<file path="src/rtl/pfsw_pkg.sv">
package pfsw_pkg;

    // ========================================
    // register byte offsets
    localparam logic [7:0] OFF_ADDR_LO = 8'h00;
    localparam logic [7:0] OFF_ADDR_HI = 8'h04;
    localparam logic [7:0] OFF_DATA_LO = 8'h08;
    localparam logic [7:0] OFF_DATA_HI = 8'h0c;
    localparam logic [7:0] OFF_CTRL = 8'h10;
    localparam logic [7:0] OFF_UNLOCK = 8'h14;
    localparam logic [7:0] OFF_CFG = 8'h18;

    // ========================================
    // nv_control field positions
    localparam int CTL_PGM = 7;
    localparam int CTL_ERR = 3;
    localparam int CTL_ARM = 2;
    localparam int CTL_GO = 1;

    // ========================================
    // unlock keys and timing
    localparam logic [7:0] UNLOCK_A = 8'h55;
    localparam logic [7:0] UNLOCK_B = 8'haa;
    localparam int CLK_HZ = 10_000_000;
    localparam int PWRT_MS = 72;
    localparam int PWRT_CYC = PWRT_MS * (CLK_HZ / 1000);
    localparam logic [1:0] STALL_CYC = 2'h2;
    localparam int PROG_AW = 11;
    localparam logic [PROG_AW-1:0] PROT_BASE_DEF = 11'h400;

    // ========================================
    // carriers
    typedef struct packed {
        logic data_unprot;   // 1 = data eeprom not protected
        logic permit;        // self_write_permit
        logic cp_hi;         // code_protect_hi
        logic cp_lo;         // code_protect_lo
    } pfsw_cfg_t;

    typedef struct packed {
        logic [15:0] addr;
        logic [13:0] data;
    } pfsw_freq_t;

    typedef enum logic [1:0] {UL_IDLE, UL_55, UL_AA} pfsw_unl_t;

    typedef struct packed {
        pfsw_cfg_t sync1;
        pfsw_cfg_t sync2;
        logic [7:0] addr_lo;
        logic [7:0] addr_hi;
        logic [7:0] data_lo;
        logic [5:0] data_hi;
        logic pgm;
        logic err;
        logic arm;
        logic go;
        logic ee_busy;
        pfsw_unl_t unl;
        logic [1:0] stall;
        logic busy;
        logic [19:0] pwrt;
        logic pwrt_done;
        logic ph_v;
        logic ph_w;
        logic [7:0] ph_a;
        logic [31:0] rdata;
        logic rdy;
        logic fl_wr;
        logic ee_wr;
        logic ext_rd;
        logic ext_wr;
    } pfsw_state_t;

    localparam pfsw_state_t ST_RST = '{rdy: 1'b1, unl: UL_IDLE, default: '0};

endpackage

</file>
<file path="src/rtl/pfsw_top.sv">
// ========================================
// Summary of operation
// - no or full protect: write needs permit
// - partial protect: unprotected word and permit
// - start needs 55h then AAh unlock
// - core stalls two cycles during write
// - two following instructions are not executed
// - execution resumes at third instruction
// - power-up clears write enable arm
// - power-up timer blocks data writes
// - permit zero refuses all program self writes; data eeprom writes ignore permit
// - configuration bits not writable by firmware
// - any protection disables external writes; partial protect still allows external reads of unprotected words, here only with data_unprot set
// - core data access ignores data protect
// - core program reads ignore protect bits
// - config bits erase only by full erase
// - external access matrix per protect bits
// - unlock plus arm guard data writes
// - start needs arm set by earlier write
`timescale 1ns/100ps
`default_nettype none

module pfsw_top #(
    parameter int PWRT_CYCLES = pfsw_pkg::PWRT_CYC,
    parameter logic [pfsw_pkg::PROG_AW-1:0] PROT_BASE = pfsw_pkg::PROT_BASE_DEF
) (
    // clock and reset
    input wire logic clk_i,
    input wire logic srst_i,
    // ahb-lite slave
    input wire logic hsel_i,
    input wire logic [31:0] haddr_i,
    input wire logic [1:0] htrans_i,
    input wire logic hwrite_i,
    input wire logic [2:0] hsize_i,
    input wire logic [31:0] hwdata_i,
    input wire logic hready_i,
    output logic hreadyout_o,
    output logic hresp_o,
    output logic [31:0] hrdata_o,
    // configuration fuses, external pins
    input wire pfsw_pkg::pfsw_cfg_t cfg_i,
    // nonvolatile arrays
    input wire logic ee_done_i,
    output logic fl_wr_o,
    output pfsw_pkg::pfsw_freq_t fl_req_o,
    output logic ee_wr_o,
    output logic cpu_stall_o,
    // external programmer access
    input wire logic [pfsw_pkg::PROG_AW-1:0] ext_addr_i,
    output logic ext_rd_ok_o,
    output logic ext_wr_ok_o
);

    // ========================================
    // elaboration checks
    if (PWRT_CYCLES < 1 || PWRT_CYCLES > 1048575) begin : g_bad_pwrt
        $error("PWRT_CYCLES out of range");
    end

    pfsw_pkg::pfsw_state_t q;
    pfsw_pkg::pfsw_state_t n;

    // word lies in the protected segment for the current protect setting
    function automatic logic is_prot(input pfsw_pkg::pfsw_cfg_t c, input logic [pfsw_pkg::PROG_AW-1:0] a);
        if (c.cp_hi && c.cp_lo) begin
            is_prot = 1'b0;
        end else if (!c.cp_hi && !c.cp_lo) begin
            is_prot = 1'b1;
        end else begin
            is_prot = (a >= PROT_BASE);
        end
    endfunction

    // self write allowed for this word; internal reads never consult this
    function automatic logic self_ok(input pfsw_pkg::pfsw_cfg_t c, input logic [pfsw_pkg::PROG_AW-1:0] a);
        logic partial;
        partial = c.cp_hi ^ c.cp_lo;
        self_ok = c.permit && (!partial || !is_prot(c, a));
    endfunction

    // read mux on the post-write state so a read right after a write sees it
    function automatic logic [31:0] rd_mux(input pfsw_pkg::pfsw_state_t s, input logic [7:0] a);
        logic [31:0] r;
        r = 32'h0;
        unique case (a)
            pfsw_pkg::OFF_ADDR_LO: r[7:0] = s.addr_lo;
            pfsw_pkg::OFF_ADDR_HI: r[7:0] = s.addr_hi;
            pfsw_pkg::OFF_DATA_LO: r[7:0] = s.data_lo;
            pfsw_pkg::OFF_DATA_HI: r[5:0] = s.data_hi;
            pfsw_pkg::OFF_CTRL: begin
                r[pfsw_pkg::CTL_PGM] = s.pgm;
                r[pfsw_pkg::CTL_ERR] = s.err;
                r[pfsw_pkg::CTL_ARM] = s.arm;
                r[pfsw_pkg::CTL_GO] = s.go;
            end
            pfsw_pkg::OFF_CFG: r[4:0] = {s.sync2, s.pwrt_done};
            default: r = 32'h0; // unlock reads zero, unmapped reads zero
        endcase
        return r;
    endfunction

    logic [pfsw_pkg::PROG_AW-1:0] cur_addr;
    logic [31:0] wd;
    assign cur_addr = {q.addr_hi[pfsw_pkg::PROG_AW-9:0], q.addr_lo};
    assign wd = hwdata_i;

    // ========================================
    // next state
    always_comb begin
        n = q;
        n.fl_wr = 1'b0;
        n.ee_wr = 1'b0;
        // power-up timer
        if (!q.pwrt_done) begin
            n.pwrt = q.pwrt + 20'h1;
            n.pwrt_done = (q.pwrt == 20'(PWRT_CYCLES - 1));
        end
        // program write stall countdown, start bit drops as the core resumes
        if (q.stall != 2'h0) begin
            n.stall = q.stall - 2'h1;
            if (q.stall == 2'h1) begin
                n.go = 1'b0;
            end
        end
        // data eeprom completion
        if (q.ee_busy && ee_done_i) begin
            n.go = 1'b0;
            n.ee_busy = 1'b0;
        end
        // data phase write, held off while the core is stalled
        if (q.ph_v && q.ph_w && q.rdy) begin
            n.unl = pfsw_pkg::UL_IDLE; // any other write breaks the unlock sequence
            unique case (q.ph_a)
                pfsw_pkg::OFF_ADDR_LO: n.addr_lo = wd[7:0];
                pfsw_pkg::OFF_ADDR_HI: n.addr_hi = wd[7:0];
                pfsw_pkg::OFF_DATA_LO: n.data_lo = wd[7:0];
                pfsw_pkg::OFF_DATA_HI: n.data_hi = wd[5:0];
                pfsw_pkg::OFF_UNLOCK: begin
                    if (wd[7:0] == pfsw_pkg::UNLOCK_A) begin
                        n.unl = pfsw_pkg::UL_55;
                    end else if (q.unl == pfsw_pkg::UL_55 && wd[7:0] == pfsw_pkg::UNLOCK_B) begin
                        n.unl = pfsw_pkg::UL_AA;
                    end
                end
                pfsw_pkg::OFF_CTRL: begin
                    n.pgm = q.go ? q.pgm : wd[pfsw_pkg::CTL_PGM];
                    n.err = wd[pfsw_pkg::CTL_ERR]; // software writes the value, a refusal below still wins
                    n.arm = wd[pfsw_pkg::CTL_ARM]; // clearing arm mid-write leaves it running
                    // arm must already be set and the unlock complete
                    if (wd[pfsw_pkg::CTL_GO] && !q.go && q.arm && q.unl == pfsw_pkg::UL_AA) begin
                        if (n.pgm) begin
                            if (self_ok(q.sync2, cur_addr)) begin
                                n.go = 1'b1;
                                n.fl_wr = 1'b1;
                                n.stall = pfsw_pkg::STALL_CYC;
                            end else begin
                                n.err = 1'b1;
                            end
                        end else if (q.pwrt_done) begin
                            n.go = 1'b1;
                            n.ee_busy = 1'b1;
                            n.ee_wr = 1'b1;
                        end else begin
                            n.err = 1'b1;
                        end
                    end
                end
                default: ;
            endcase
        end
        // core stall holds the bus so the next instructions wait
        n.busy = (n.stall != 2'h0);
        n.rdy = (n.stall == 2'h0);
        // address phase capture
        if (hready_i) begin
            n.ph_v = hsel_i && htrans_i[1];
            n.ph_w = hwrite_i;
            n.ph_a = haddr_i[7:0];
            if (hsel_i && htrans_i[1] && !hwrite_i) begin
                n.rdata = rd_mux(n, haddr_i[7:0]);
            end
        end
        // fuse synchroniser, stepped after the read capture so the mux only ever sees the second stage
        n.sync1 = cfg_i; // fuses are read only, only a full erase outside changes them
        n.sync2 = q.sync1;
        // external programmer gating
        n.ext_rd = q.sync2.data_unprot && !is_prot(q.sync2, ext_addr_i);
        n.ext_wr = q.sync2.data_unprot && q.sync2.cp_hi && q.sync2.cp_lo;
    end

    // ========================================
    // state register; reset drops arm and start
    always_ff @(posedge clk_i) begin
        if (srst_i) begin
            q <= pfsw_pkg::ST_RST;
        end else begin
            q <= n;
        end
    end

    // ========================================
    // outputs, all straight from flops except the constant hresp_o
    assign hreadyout_o = q.rdy;
    assign hresp_o = 1'b0; // always okay; hsize_i unused, word access only
    assign hrdata_o = q.rdata;
    assign fl_wr_o = q.fl_wr;
    assign fl_req_o = '{addr: {q.addr_hi, q.addr_lo}, data: {q.data_hi, q.data_lo}};
    assign ee_wr_o = q.ee_wr;
    assign cpu_stall_o = q.busy;
    assign ext_rd_ok_o = q.ext_rd;
    assign ext_wr_ok_o = q.ext_wr;

    // ========================================
    // assertions
    property p_stall_len;
        @(posedge clk_i) disable iff (srst_i) $rose(q.busy) |-> q.busy[*2] ##1 !q.busy;
    endproperty
    a_stall_len: assert property (p_stall_len) else $error("stall not two cycles");

    property p_go_clear;
        @(posedge clk_i) disable iff (srst_i) q.fl_wr |-> q.go ##2 (!q.go && q.rdy);
    endproperty
    a_go_clear: assert property (p_go_clear) else $error("start bit not cleared");

    property p_permit;
        @(posedge clk_i) disable iff (srst_i) $rose(q.fl_wr) |-> $past(q.sync2.permit);
    endproperty
    a_permit: assert property (p_permit) else $error("write without permit");

    property p_partial;
        @(posedge clk_i) disable iff (srst_i)
            q.fl_wr && (q.sync2.cp_hi ^ q.sync2.cp_lo) |-> !is_prot(q.sync2, cur_addr);
    endproperty
    a_partial: assert property (p_partial) else $error("write to protected word");

    property p_pwrt;
        @(posedge clk_i) disable iff (srst_i) q.ee_wr |-> $past(q.pwrt_done);
    endproperty
    a_pwrt: assert property (p_pwrt) else $error("data write during power-up");

    property p_arm_reset;
        @(posedge clk_i) disable iff (srst_i) $fell(srst_i) |-> !q.arm && !q.go;
    endproperty
    a_arm_reset: assert property (p_arm_reset) else $error("arm set after reset");

    property p_unlock;
        @(posedge clk_i) disable iff (srst_i)
            $rose(q.go) |-> $past(q.unl) == pfsw_pkg::UL_AA && $past(q.arm);
    endproperty
    a_unlock: assert property (p_unlock) else $error("start without unlock");

    property p_ext;
        @(posedge clk_i) disable iff (srst_i)
            q.ext_wr || q.ext_rd |-> $past(q.sync2.data_unprot) && $past(q.sync2.cp_hi | q.sync2.cp_lo);
    endproperty
    a_ext: assert property (p_ext) else $error("external access while protected");

    property p_arm_prog;
        @(posedge clk_i) disable iff (srst_i) $rose(q.fl_wr) |-> $past(q.arm);
    endproperty
    a_arm_prog: assert property (p_arm_prog) else $error("program write without arm");

    property p_ee_guard;
        @(posedge clk_i) disable iff (srst_i) q.ee_wr |-> $past(q.arm) && $past(q.unl) == pfsw_pkg::UL_AA;
    endproperty
    a_ee_guard: assert property (p_ee_guard) else $error("data write without unlock and arm");

    property p_stall_fl;
        @(posedge clk_i) disable iff (srst_i) q.fl_wr |-> q.busy && !q.rdy;
    endproperty
    a_stall_fl: assert property (p_stall_fl) else $error("program write without stall");

    property p_resume;
        @(posedge clk_i) disable iff (srst_i) $fell(q.busy) |-> q.rdy && !q.go;
    endproperty
    a_resume: assert property (p_resume) else $error("core resumed with write pending");

    property p_unlock_break;
        @(posedge clk_i) disable iff (srst_i)
            q.ph_v && q.ph_w && q.rdy && q.ph_a != pfsw_pkg::OFF_UNLOCK |=> q.unl == pfsw_pkg::UL_IDLE;
    endproperty
    a_unlock_break: assert property (p_unlock_break) else $error("unlock survived another write");

    property p_ext_wr_full;
        @(posedge clk_i) disable iff (srst_i) q.ext_wr |-> $past(q.sync2.cp_hi && q.sync2.cp_lo);
    endproperty
    a_ext_wr_full: assert property (p_ext_wr_full) else $error("external write while protected");

    property p_pwrt_hold;
        @(posedge clk_i) disable iff (srst_i) q.pwrt_done |=> q.pwrt_done;
    endproperty
    a_pwrt_hold: assert property (p_pwrt_hold) else $error("power-up timer restarted");

    property p_cfg_ro;
        @(posedge clk_i) disable iff (srst_i) !$past(srst_i) |-> q.sync1 == $past(cfg_i);
    endproperty
    a_cfg_ro: assert property (p_cfg_ro) else $error("fuse copy altered from inside");

endmodule

`default_nettype wire

</file>
<file path="config.mk">
export PLATFORM = sky130hd
export DESIGN_NAME = pfsw_top
export DESIGN_NICKNAME = d
export VERILOG_FILES = /design/src/rtl/pfsw_pkg.sv /design/src/rtl/pfsw_top.sv
export SDC_FILE = /design/constraint.sdc
export NUM_CORES = 1
export LEC_CHECK = 0
export BUFFER_PORTS_ARGS = -buffer_cell sky130_fd_sc_hd__buf_4
export CORE_MARGIN = 3
export CORE_UTILIZATION = 39
export CTS_CLUSTER_DIAMETER = 100
export CTS_CLUSTER_SIZE = 8
export DETAILED_ROUTE_END_ITERATION = 8
export PLACE_DENSITY = 0.65
export SYNTH_ARGS = -nofsm -noshare
export SYNTH_HDL_FRONTEND = slang
export SYNTH_SLANG_ARGS = --single-unit
</file>
<file path="constraint.sdc">
create_clock -name clk_i -period 2.5 [get_ports clk_i]
set_input_delay 0.125 -clock clk_i [delete_from_list [all_inputs] [get_ports clk_i]]
set_output_delay 0.125 -clock clk_i [all_outputs]
set_load 0.005 [all_outputs]
</file>
# Yosys cells after proc, flatten, opt, wreduce, memory -nomap -nowiden
# Cells that the tools add are included.
[classes]
n_addsub = 2
magnitude_cmp = 2
eq_ne = 16
n_mux = 44
n_bitwise = 5
n_reduce_logical = 31
[ops]
columns = ["operator", "count"]
rows = [
  ["$mux W39", 1],
  ["$eq A8 B4 Y1 const B", 4],
  ["$eq A8 B5 Y1 const B", 4],
  ["$mux W8", 3],
  ["$ge A11 B11 Y1 const B", 2],
  ["$mux W2", 11],
  ["$mux W1", 21],
  ["$add A20 B1 Y20 const B", 1],
  ["$eq A20 B20 Y1 const B", 1],
  ["$pmux W3 S6", 1],
  ["$eq A8 B3 Y1 const B", 2],
  ["$logic_not A8 Y1", 2],
  ["$logic_and A1 B1 Y1", 15],
  ["$pmux W1 S5", 2],
  ["$reduce_or A5 Y1", 2],
  ["$eq A8 B7 Y1 const B", 1],
  ["$eq A8 B8 Y1 const B", 1],
  ["$pmux W1 S4", 2],
  ["$logic_not A1 Y1", 7],
  ["$mux W6", 1],
  ["$mux W5", 1],
  ["$eq A2 B1 Y1 const B", 2],
  ["$not A1 Y1", 4],
  ["$reduce_bool A2 Y1", 2],
  ["7 further kinds", 7],
]
[word_totals]
regBits = 92
in_bits = 90
out_inout_bits = 69
word_cells = 131

# Depth between registers and ports, before layout
# Gate-level depths: netlist (run 1).
[depth]
ltp_word = 17
ltp_mapped = 8
depth_no_buf = 8

# Worst setup path before layout (run 1)
# Ideal clock, no wire load.
[synth_timing]
path_kind = "reg2reg"
start = "register q[43] in the netlist's numbering"
end = "register q, in the netlist hrdata_o[5]"
setup_time_ps = 91
arrival_time_ps = 1917
required_time_ps = 2409
slack_ps = 492
path_stages_with_launch = 6
n_path_buf = 0
period_less_slack_ps = 2008
path_cell_list = "dfxtp_1 -> nor4_4 -> nand3_2 -> mux2i_1 -> or3_1 -> a311oi_1"
[synth_via]
elab_chain_len = 4
elab_cells_between_ends = 10
cone_classes = "eq/ne (3); mux (6); reduce/logical (1)"
[synth_rtl]
columns = ["element", "line_no", "source"]
rows = [
  ["start, declared", "pfsw_top.sv:61", "pfsw_pkg::pfsw_state_t q;"],
  ["start signal, assigned", "pfsw_top.sv:196", "q <= pfsw_pkg::ST_RST;"],
  ["start signal, assigned", "pfsw_top.sv:198", "q <= n;"],
  ["$eq A8 B4 Y1, or another cell as far along", "pfsw_top.sv:134", "unique case (q.ph_a)"],
  ["$mux W6 or $mux W8 (tied branches)", "pfsw_top.sv:134", ""],
  ["$mux W39 (*)", "pfsw_top.sv:132", "if (q.ph_v && q.ph_w && q.rdy) begin"],
  ["$pmux W1 S4 (*)", "pfsw_top.sv:86", "unique case (a)"],
]
# Mark *: on every way between the ends. The rest lies on a longest branch, timed or not.
# A chain may end at the register's enable or synchronous reset.

# Worst setup path in the final report (run 1)
[layout_timing]
start = "register q[43] in the netlist's numbering"
end = "register q, in the netlist hrdata_o[2]"
[layout_via]
elab_chain_len = 4
elab_cells_between_ends = 12
cone_classes = "eq/ne (4); mux (7); reduce/logical (1)"
[layout_rtl]
columns = ["element", "line_no"]
rows = [
  ["$eq A8 B5 Y1, or another cell as far along", "pfsw_top.sv:134"],
  ["$mux W5, or another cell as far along", "pfsw_top.sv:134"],
  ["$mux W39 (*)", "pfsw_top.sv:132"],
  ["$pmux W3 S6 (*)", "pfsw_top.sv:86"],
]
# Marked as above.

==> results of run 1 <==
[repair_timing]
action	4_1_cts	5_1_grt
hold buffers	3	0
setup endpoints to repair	0	1
endpoints found under the hold margin	3	0
gates resized for setup	0	1
[synth_stat cells (all sizes together), types with 2 or more instances]
cell and instances:
mux2 2, nand2b 2, nand2 19, nor4bb 3, nor2 71, nor2b 16
dfxtp 92, or3 3, nor4b 5, xnor2 3, nand4 15, a311oi 4
nor3 12, and3 6, nor4 5, o22ai 9, or2 2, and4 4
o21a 2, nand4b 2, a21oi 23, ha 3, mux2i 39, o211ai 2
nand3 22, buf 69, o21ai 8, inv 7, xor2 14, clkbuf 15
[cells in the final DEF (no fill, tap or decap), types with 4 or more instances in the layout]
cell type	n
o22ai_1	9
a311oi_1	4
mux2i_1	39
nor3_1	12
nor2b_1	16
and4_1	4
clkbuf_16	9
nor4b_1	4
o21ai_0	8
dfxtp_1	92
a21oi_1	23
nand3_2	4
nand4_1	14
xor2_1	14
and3_1	6
buf_4	83
nor2_1	71
inv_1	7
nand3_1	18
conb_1	25
nand2_1	19
[power groups by stage]
stage          Clock [W]  Sequential, W  Combinational [W]
2_1_floorplan          0        0.00153           0.000141
6_report         0.00136        0.00151           0.000197
3_3_place_gp           0        0.00154           0.000188
3_5_place_dp           0        0.00154           0.000191
5_1_grt          0.00145        0.00151           0.000218
4_1_cts          0.00138        0.00151           0.000196
[worst reg2reg max path, delay by kind of cell (launching register included)]
kind             cells  cell delay [ns]
AND/OR/NAND/NOR      4             1.35
flip-flops           1             0.36
multiplexers         1             0.34
AO/OA/AOI/OAI        1             0.13
[layout make-up]
cell class                      count  area [um^2]
Inverter                            7        26.28
Tap cell                          140        175.2
Fill cell                        1051         5907
Multi-Input combinational cell    338         2131
Clock inverter                      7        71.32
Sequential cell                    92         1842
Timing Repair Buffer               86        653.1
Clock buffer                        9        225.2
[final timing paths]
path                      end  cells past startpoint  slack (ns)     start
setup / recovery  hrdata_o[2]                      6        0.19     q[43]
hold / removal         n[109]                      2      -0.002  cfg_i[1]
hold reg to reg        q[111]                      1        0.44    n[111]
setup reg to reg  hrdata_o[2]                      6        0.19     q[43]
[routing by layer]
layer  vias up  share of wire  wire (um)
met5         -              0          0
met4         0          0.019        204
met3        19          0.060        658
met2       113           0.49       5315
met1      1649           0.44       4758
li1       1730              -          -
[flip-flops by register name, summed over array words and instances (netlist names)]
| name | cells |
|---|---|
| ext_wr_ok_o | 1 |
| ext_rd_ok_o | 1 |
| fl_req_o | 30 |
| cpu_stall_o | 1 |
| ee_wr_o | 1 |
| fl_wr_o | 1 |
| q | 44 |
| hreadyout_o | 1 |
| n | 4 |
| hrdata_o | 8 |
[cell families (layout without fill, tap and decap cells)]
family | Yosys count | after routing
AO/OA/AOI/OAI | 60 | 60
XOR/XNOR | 17 | 17
other | 1 | 25
flip-flops | 92 | 92
AND/OR/NAND/NOR | 191 | 191
adder cells (fa/ha/maj) | 4 | 4
multiplexers | 41 | 41
buffers and inverters | 91 | 109
[through the flow]
step	cells	area [um^2]	setup slack (ns)
after floorplan	521	4556	0.4921
after global placement	660	4791	0.3019
after detailed placement	660	4791	0.2677
after CTS	679	5117	0.2124
after global routing	679	5124	0.05004
final	679	5124	0.1891
==> metrics.txt, run 1 <==
total track usage=0.1712; num ports=~160; cts bufs inserted=9; Post-Syn Area per Cell=8.985 um^2; CP bufs+invs=0; initial core utilization=0.4048; Detailed Routing Iterations Pass 1=5; share of the yosys chip area belonging to registers=0.4124; DIE WIDTH=113.0 um; Final Power=slightly above 0.003 W; Syn-to-layout area delta=14.74%; Synth area leaders=dfxtp_1, buf_4, mux2i_1, nor2_1, xor2_1; RSZ-0062 raised after global routing=false; initial antenna violation count=0; synthesized cell area=~4500 um^2; worst skew pair latency=between 0.3 and 0.4 ns; DR iter-0 viols=240; slew margin rel.=0.5889; layout cells sized above 1=0.2096; leakage=2.249 nW; Synth Area in Compound Gates=0.08518; Slew @ Worst Pin=slightly above 0.6 ns; DRC=0; global-route wire length before repair=between 15 and 20 mm; utilization after layout=0.4645; antenna cell count=0; Most Crowded Layer GR=met2; failing checks=negative hold slack; # Post-CTS Setup Buffers=0; Yosys reg bits=92; Synth top area share=0.4124; vias in the first global route=between 3000 and 4000; grt met2 use=0.2832; Reg power frac=0.491; Worst Path Max Fanout=8; Worst Clk Skew=between 0.007 and 0.008 ns; fin crit share=0.9244; CTS tree=yes; I/O Buffers=just over 70; Worst-path clk slew=0.06 ns; CP Launch Type=flip-flop; Simple-Gate Fraction of Synth Area=0.2331; largest net degree at the start of global routing=51; CP Class=reg2reg; XOR/XNOR Fraction of Synth Area=0.03334; DR vias=approximately 3500; Clock power frac=0.445; Top FF cell, synth=dfxtp_1; Worst Hold Class=in2reg; post-detailed-route count of antenna-violating nets=0; maxcap violations=0; core area=11030 um^2; slowest CP cell=nor4_4; DPL Wire Length=between 8 and 9 mm; crit-path leading delay family=simple AND/OR/NAND/NOR gates; sw power=~0.00072 W; Die Span Y=between 100 and 150 um; Adder-Cell Fraction of Synth Area=0.01065; row count=38; Final Setup Violations=0; Sw Ratio=0.2347; worst stage delay on the critical path=0.54 ns; GR Overflow Total=0; Yosys warnings=0; met1 usage=0.2186; Post-Route Setup TNS=0 ns; post-synth top area cell=dfxtp_1; DR WL/cell=roughly 16 um; drt via density=between 5 and 6; mux cell area share after synthesis=0.09246; Post-Route WL=between 10 and 15 mm; M3 GR Usage=0.03957; Pwr Density=approximately 600 nW/um^2; power share of the combinational group=0.064; unique cell type count in the Yosys netlist=54; max-slew violations=0; main combinational cell family by area after synthesis=simple AND/OR/NAND/NOR gates; worst vdd rail ir drop=0.0003659 V; Post-Syn Instances=between 400 and 500; Die ar.=between 10000 and 15000 um^2; clock sink count=between 90 and 100; final hold violation count=1; Longest Clk Path Bufs=2; nets=roughly 630; CTS H-tree lvls=3; routability cong.=just under 0.9; fin crit period=about 2.3 ns; cell internal pwr=0.002349 W; Crit. End Element=flip-flop; FMAX=~430 MHz; Critical Path, Cell by Cell=nor4_4 -> nand3_2 -> mux2i_1 -> o22ai_1 -> nor4_1 -> nor3_1; WP data arrival=roughly 2.5 ns; Async S/R FF share, synth=0; CTS root buf=clkbuf_16; status=finished with violations; Req. time, crit path=between 2 and 3 ns; number of synthesized flops with an enable pin=0; worst hold margin=-0.002442 ns
Power figures use the tool's default switching activity.
==> run 2: changes to the inputs <==
--- a/config.mk
+++ b/config.mk
@@ -11,7 +11,9 @@
 export CTS_CLUSTER_DIAMETER = 100
 export CTS_CLUSTER_SIZE = 8
 export DETAILED_ROUTE_END_ITERATION = 8
+export MAX_ROUTING_LAYER = met4
 export PLACE_DENSITY = 0.65
+export RECOVER_POWER = 100
 export SYNTH_ARGS = -nofsm -noshare
 export SYNTH_HDL_FRONTEND = slang
 export SYNTH_SLANG_ARGS = --single-unit
==> metrics.txt, run 2 (synthesis gave the netlist of run 1 again) <==
fin crit share=0.8843; Post-Route Setup TNS=0 ns; RSZ-0062 raised after global routing=false; CTS H-tree lvls=3; vias in the first global route=3521; slew margin rel.=-0.1469; leakage=2.195 nW; Detailed Routing Iterations Pass 1=4; initial antenna violation count=0; DRC=0; fin crit period=about 2.2 ns; Longest Clk Path Bufs=2; path depth of the worst reg2reg path=6; Worst Clk Skew=~0.0063 ns; Syn-to-layout area delta=13.81%; worst skew pair latency=around 0.34 ns; Slew @ Worst Pin=1.720 ns; total track usage=0.1823; Die Span Y=113.0 um; DPL Wire Length=around 8 mm; Placed Cells incl. Taps=662; cts bufs inserted=9; Pwr Density=between 500 and 600 nW/um^2; largest net degree at the start of global routing=50; FMAX=roughly 450 MHz; most frequent cells in the layout=dfxtp_1, nor2_1, clkbuf_4; Crit. End Element=flip-flop; most common cell after layout, fill and taps aside=dfxtp_1; num ports=159; slowest CP cell=clkbuf_1; worst vdd rail ir drop=about 0.00030 V; Critical Path Start=srst_i; Req. time, crit path=approximately 2.7 ns; I/O Buffers=just over 70; routability cong.=approximately 0.94; antenna cell count=0; DR WL/cell=about 16 um; max-slew violations=between 40 and 50; Worst-path clk slew=0.06 ns; DIE WIDTH=between 100 and 150 um; worst stage delay on the critical path=1.21 ns; DR vias=around 3600; CP Class=in2reg; Final Setup Violations=0; FF-to-FF Start=q[43]; Critical Path, Cell by Cell=clkbuf_1 -> buf_2 -> nor3_1; post-detailed-route count of antenna-violating nets=0; CTS root buf=clkbuf_16; status=finished with violations; maxcap violations=1; Worst Hold Class=in2reg; row count=38; Die ar.=12770 um^2; Reg with most FFs=q; DR iter-0 viols=191; r2r setup slk=between 0.3 and 0.4 ns; CTS tree=yes; CTS Hold Bufs=3; fin cells=681; layout cells sized above 1=0.1941; # Post-CTS Setup Buffers=0; initial core utilization=0.4048; clock sink count=between 90 and 100; CP Launch Type=input pin; R2R Path End=hrdata_o[7]; hold path cells=2; drt via density=approximately 5.3; max reg flops=44; final hold violation count=0; failing checks=max-capacitance violations, max-slew violations; WP data arrival=2.40 ns; GR Overflow Total=0; core area=around 11000 um^2; CP endpoint=hrdata_o[4]; Filler Cells Inserted=~1100; post-CTS sizing=0; Worst Path Max Fanout=a little under 50; Post-Route WL=approximately 11 mm; nets=629; global-route wire length before repair=17.85 mm
## run 2: cell count changes in the layout (fill, tap and decap cells not counted), sizes merged
cell	before	now
clkbuf	9	60
buf	83	36
inv	10	8
bufinv	1	0
clkinv	3	4
## run 2: worst max-delay path: cells and delay by family
| family | cells | cell delay [ns] |
|---|---|---|
| buffers and inverters | 2 | 2.09 |
| and+or+nand+nor | 1 | 0.14 |
## run 2: metal layers
metal	share of wire	vias to the layer above	wire length [um]	GRT usage
li1	-	1732	-	-
met1	0.43	1740	4802	0.2205
met2	0.49	101	5438	0.2990
met3	0.061	13	674	0.03529
met4	0.019	0	209	0.07372
met5	0	-	0	-
## run 2: worst min-delay path by stage
stage | slack [ns] | to | start
floorplan | 0.25 | n[108] | cfg_i[0]
global placement | 0.34 | n[109] | cfg_i[1]
detailed placement | 0.35 | n[110] | cfg_i[2]
CTS | 0.0002 | n[109] | cfg_i[1]
global route | 0.04 | n[109] | cfg_i[1]
finish | 0.0009 | n[109] | cfg_i[1]
## run 2: final cells by class
class	count	area, um^2	area share
Sequential cell	92	1842	0.3624
Clock inverter	5	36.28	0.007139
Tap cell	140	175.2	0.03447
Inverter	7	26.28	0.005170
Multi-Input combinational cell	338	2125	0.4180
Clock buffer	11	242.7	0.04776
Timing Repair Buffer	88	635.6	0.1251
## run 2: power breakdown
group / switching (W) / leakage, nW / internal, W
sequential: 0.0000198 / 0.745 / 0.00149
clock: 0.000584 / 0.140 / 0.000705
combinational: 0.000118 / 1.31 / 0.0000807
total: 0.000722 / 2.19 / 0.00227
## run 2: stage by stage
| step | utilization | power, W | hold slack, ns | setup WS, ns | instance area (um^2) |
|---|---|---|---|---|---|
| after floorplan | - | 0.001676 | 0.2532 | 0.4921 | 4556 |
| after global placement | 0.4357 | 0.001728 | 0.3396 | 0.3868 | 4806 |
| after detailed placement | 0.4357 | 0.001733 | 0.3458 | 0.3770 | 4806 |
| after CTS | 0.4637 | 0.003008 | 0.0002151 | 0.3428 | 5115 |
| after global routing | 0.4608 | 0.003086 | 0.04362 | 0.07102 | 5082 |
| final | 0.4608 | 0.002995 | 0.0008536 | 0.2893 | 5082 |
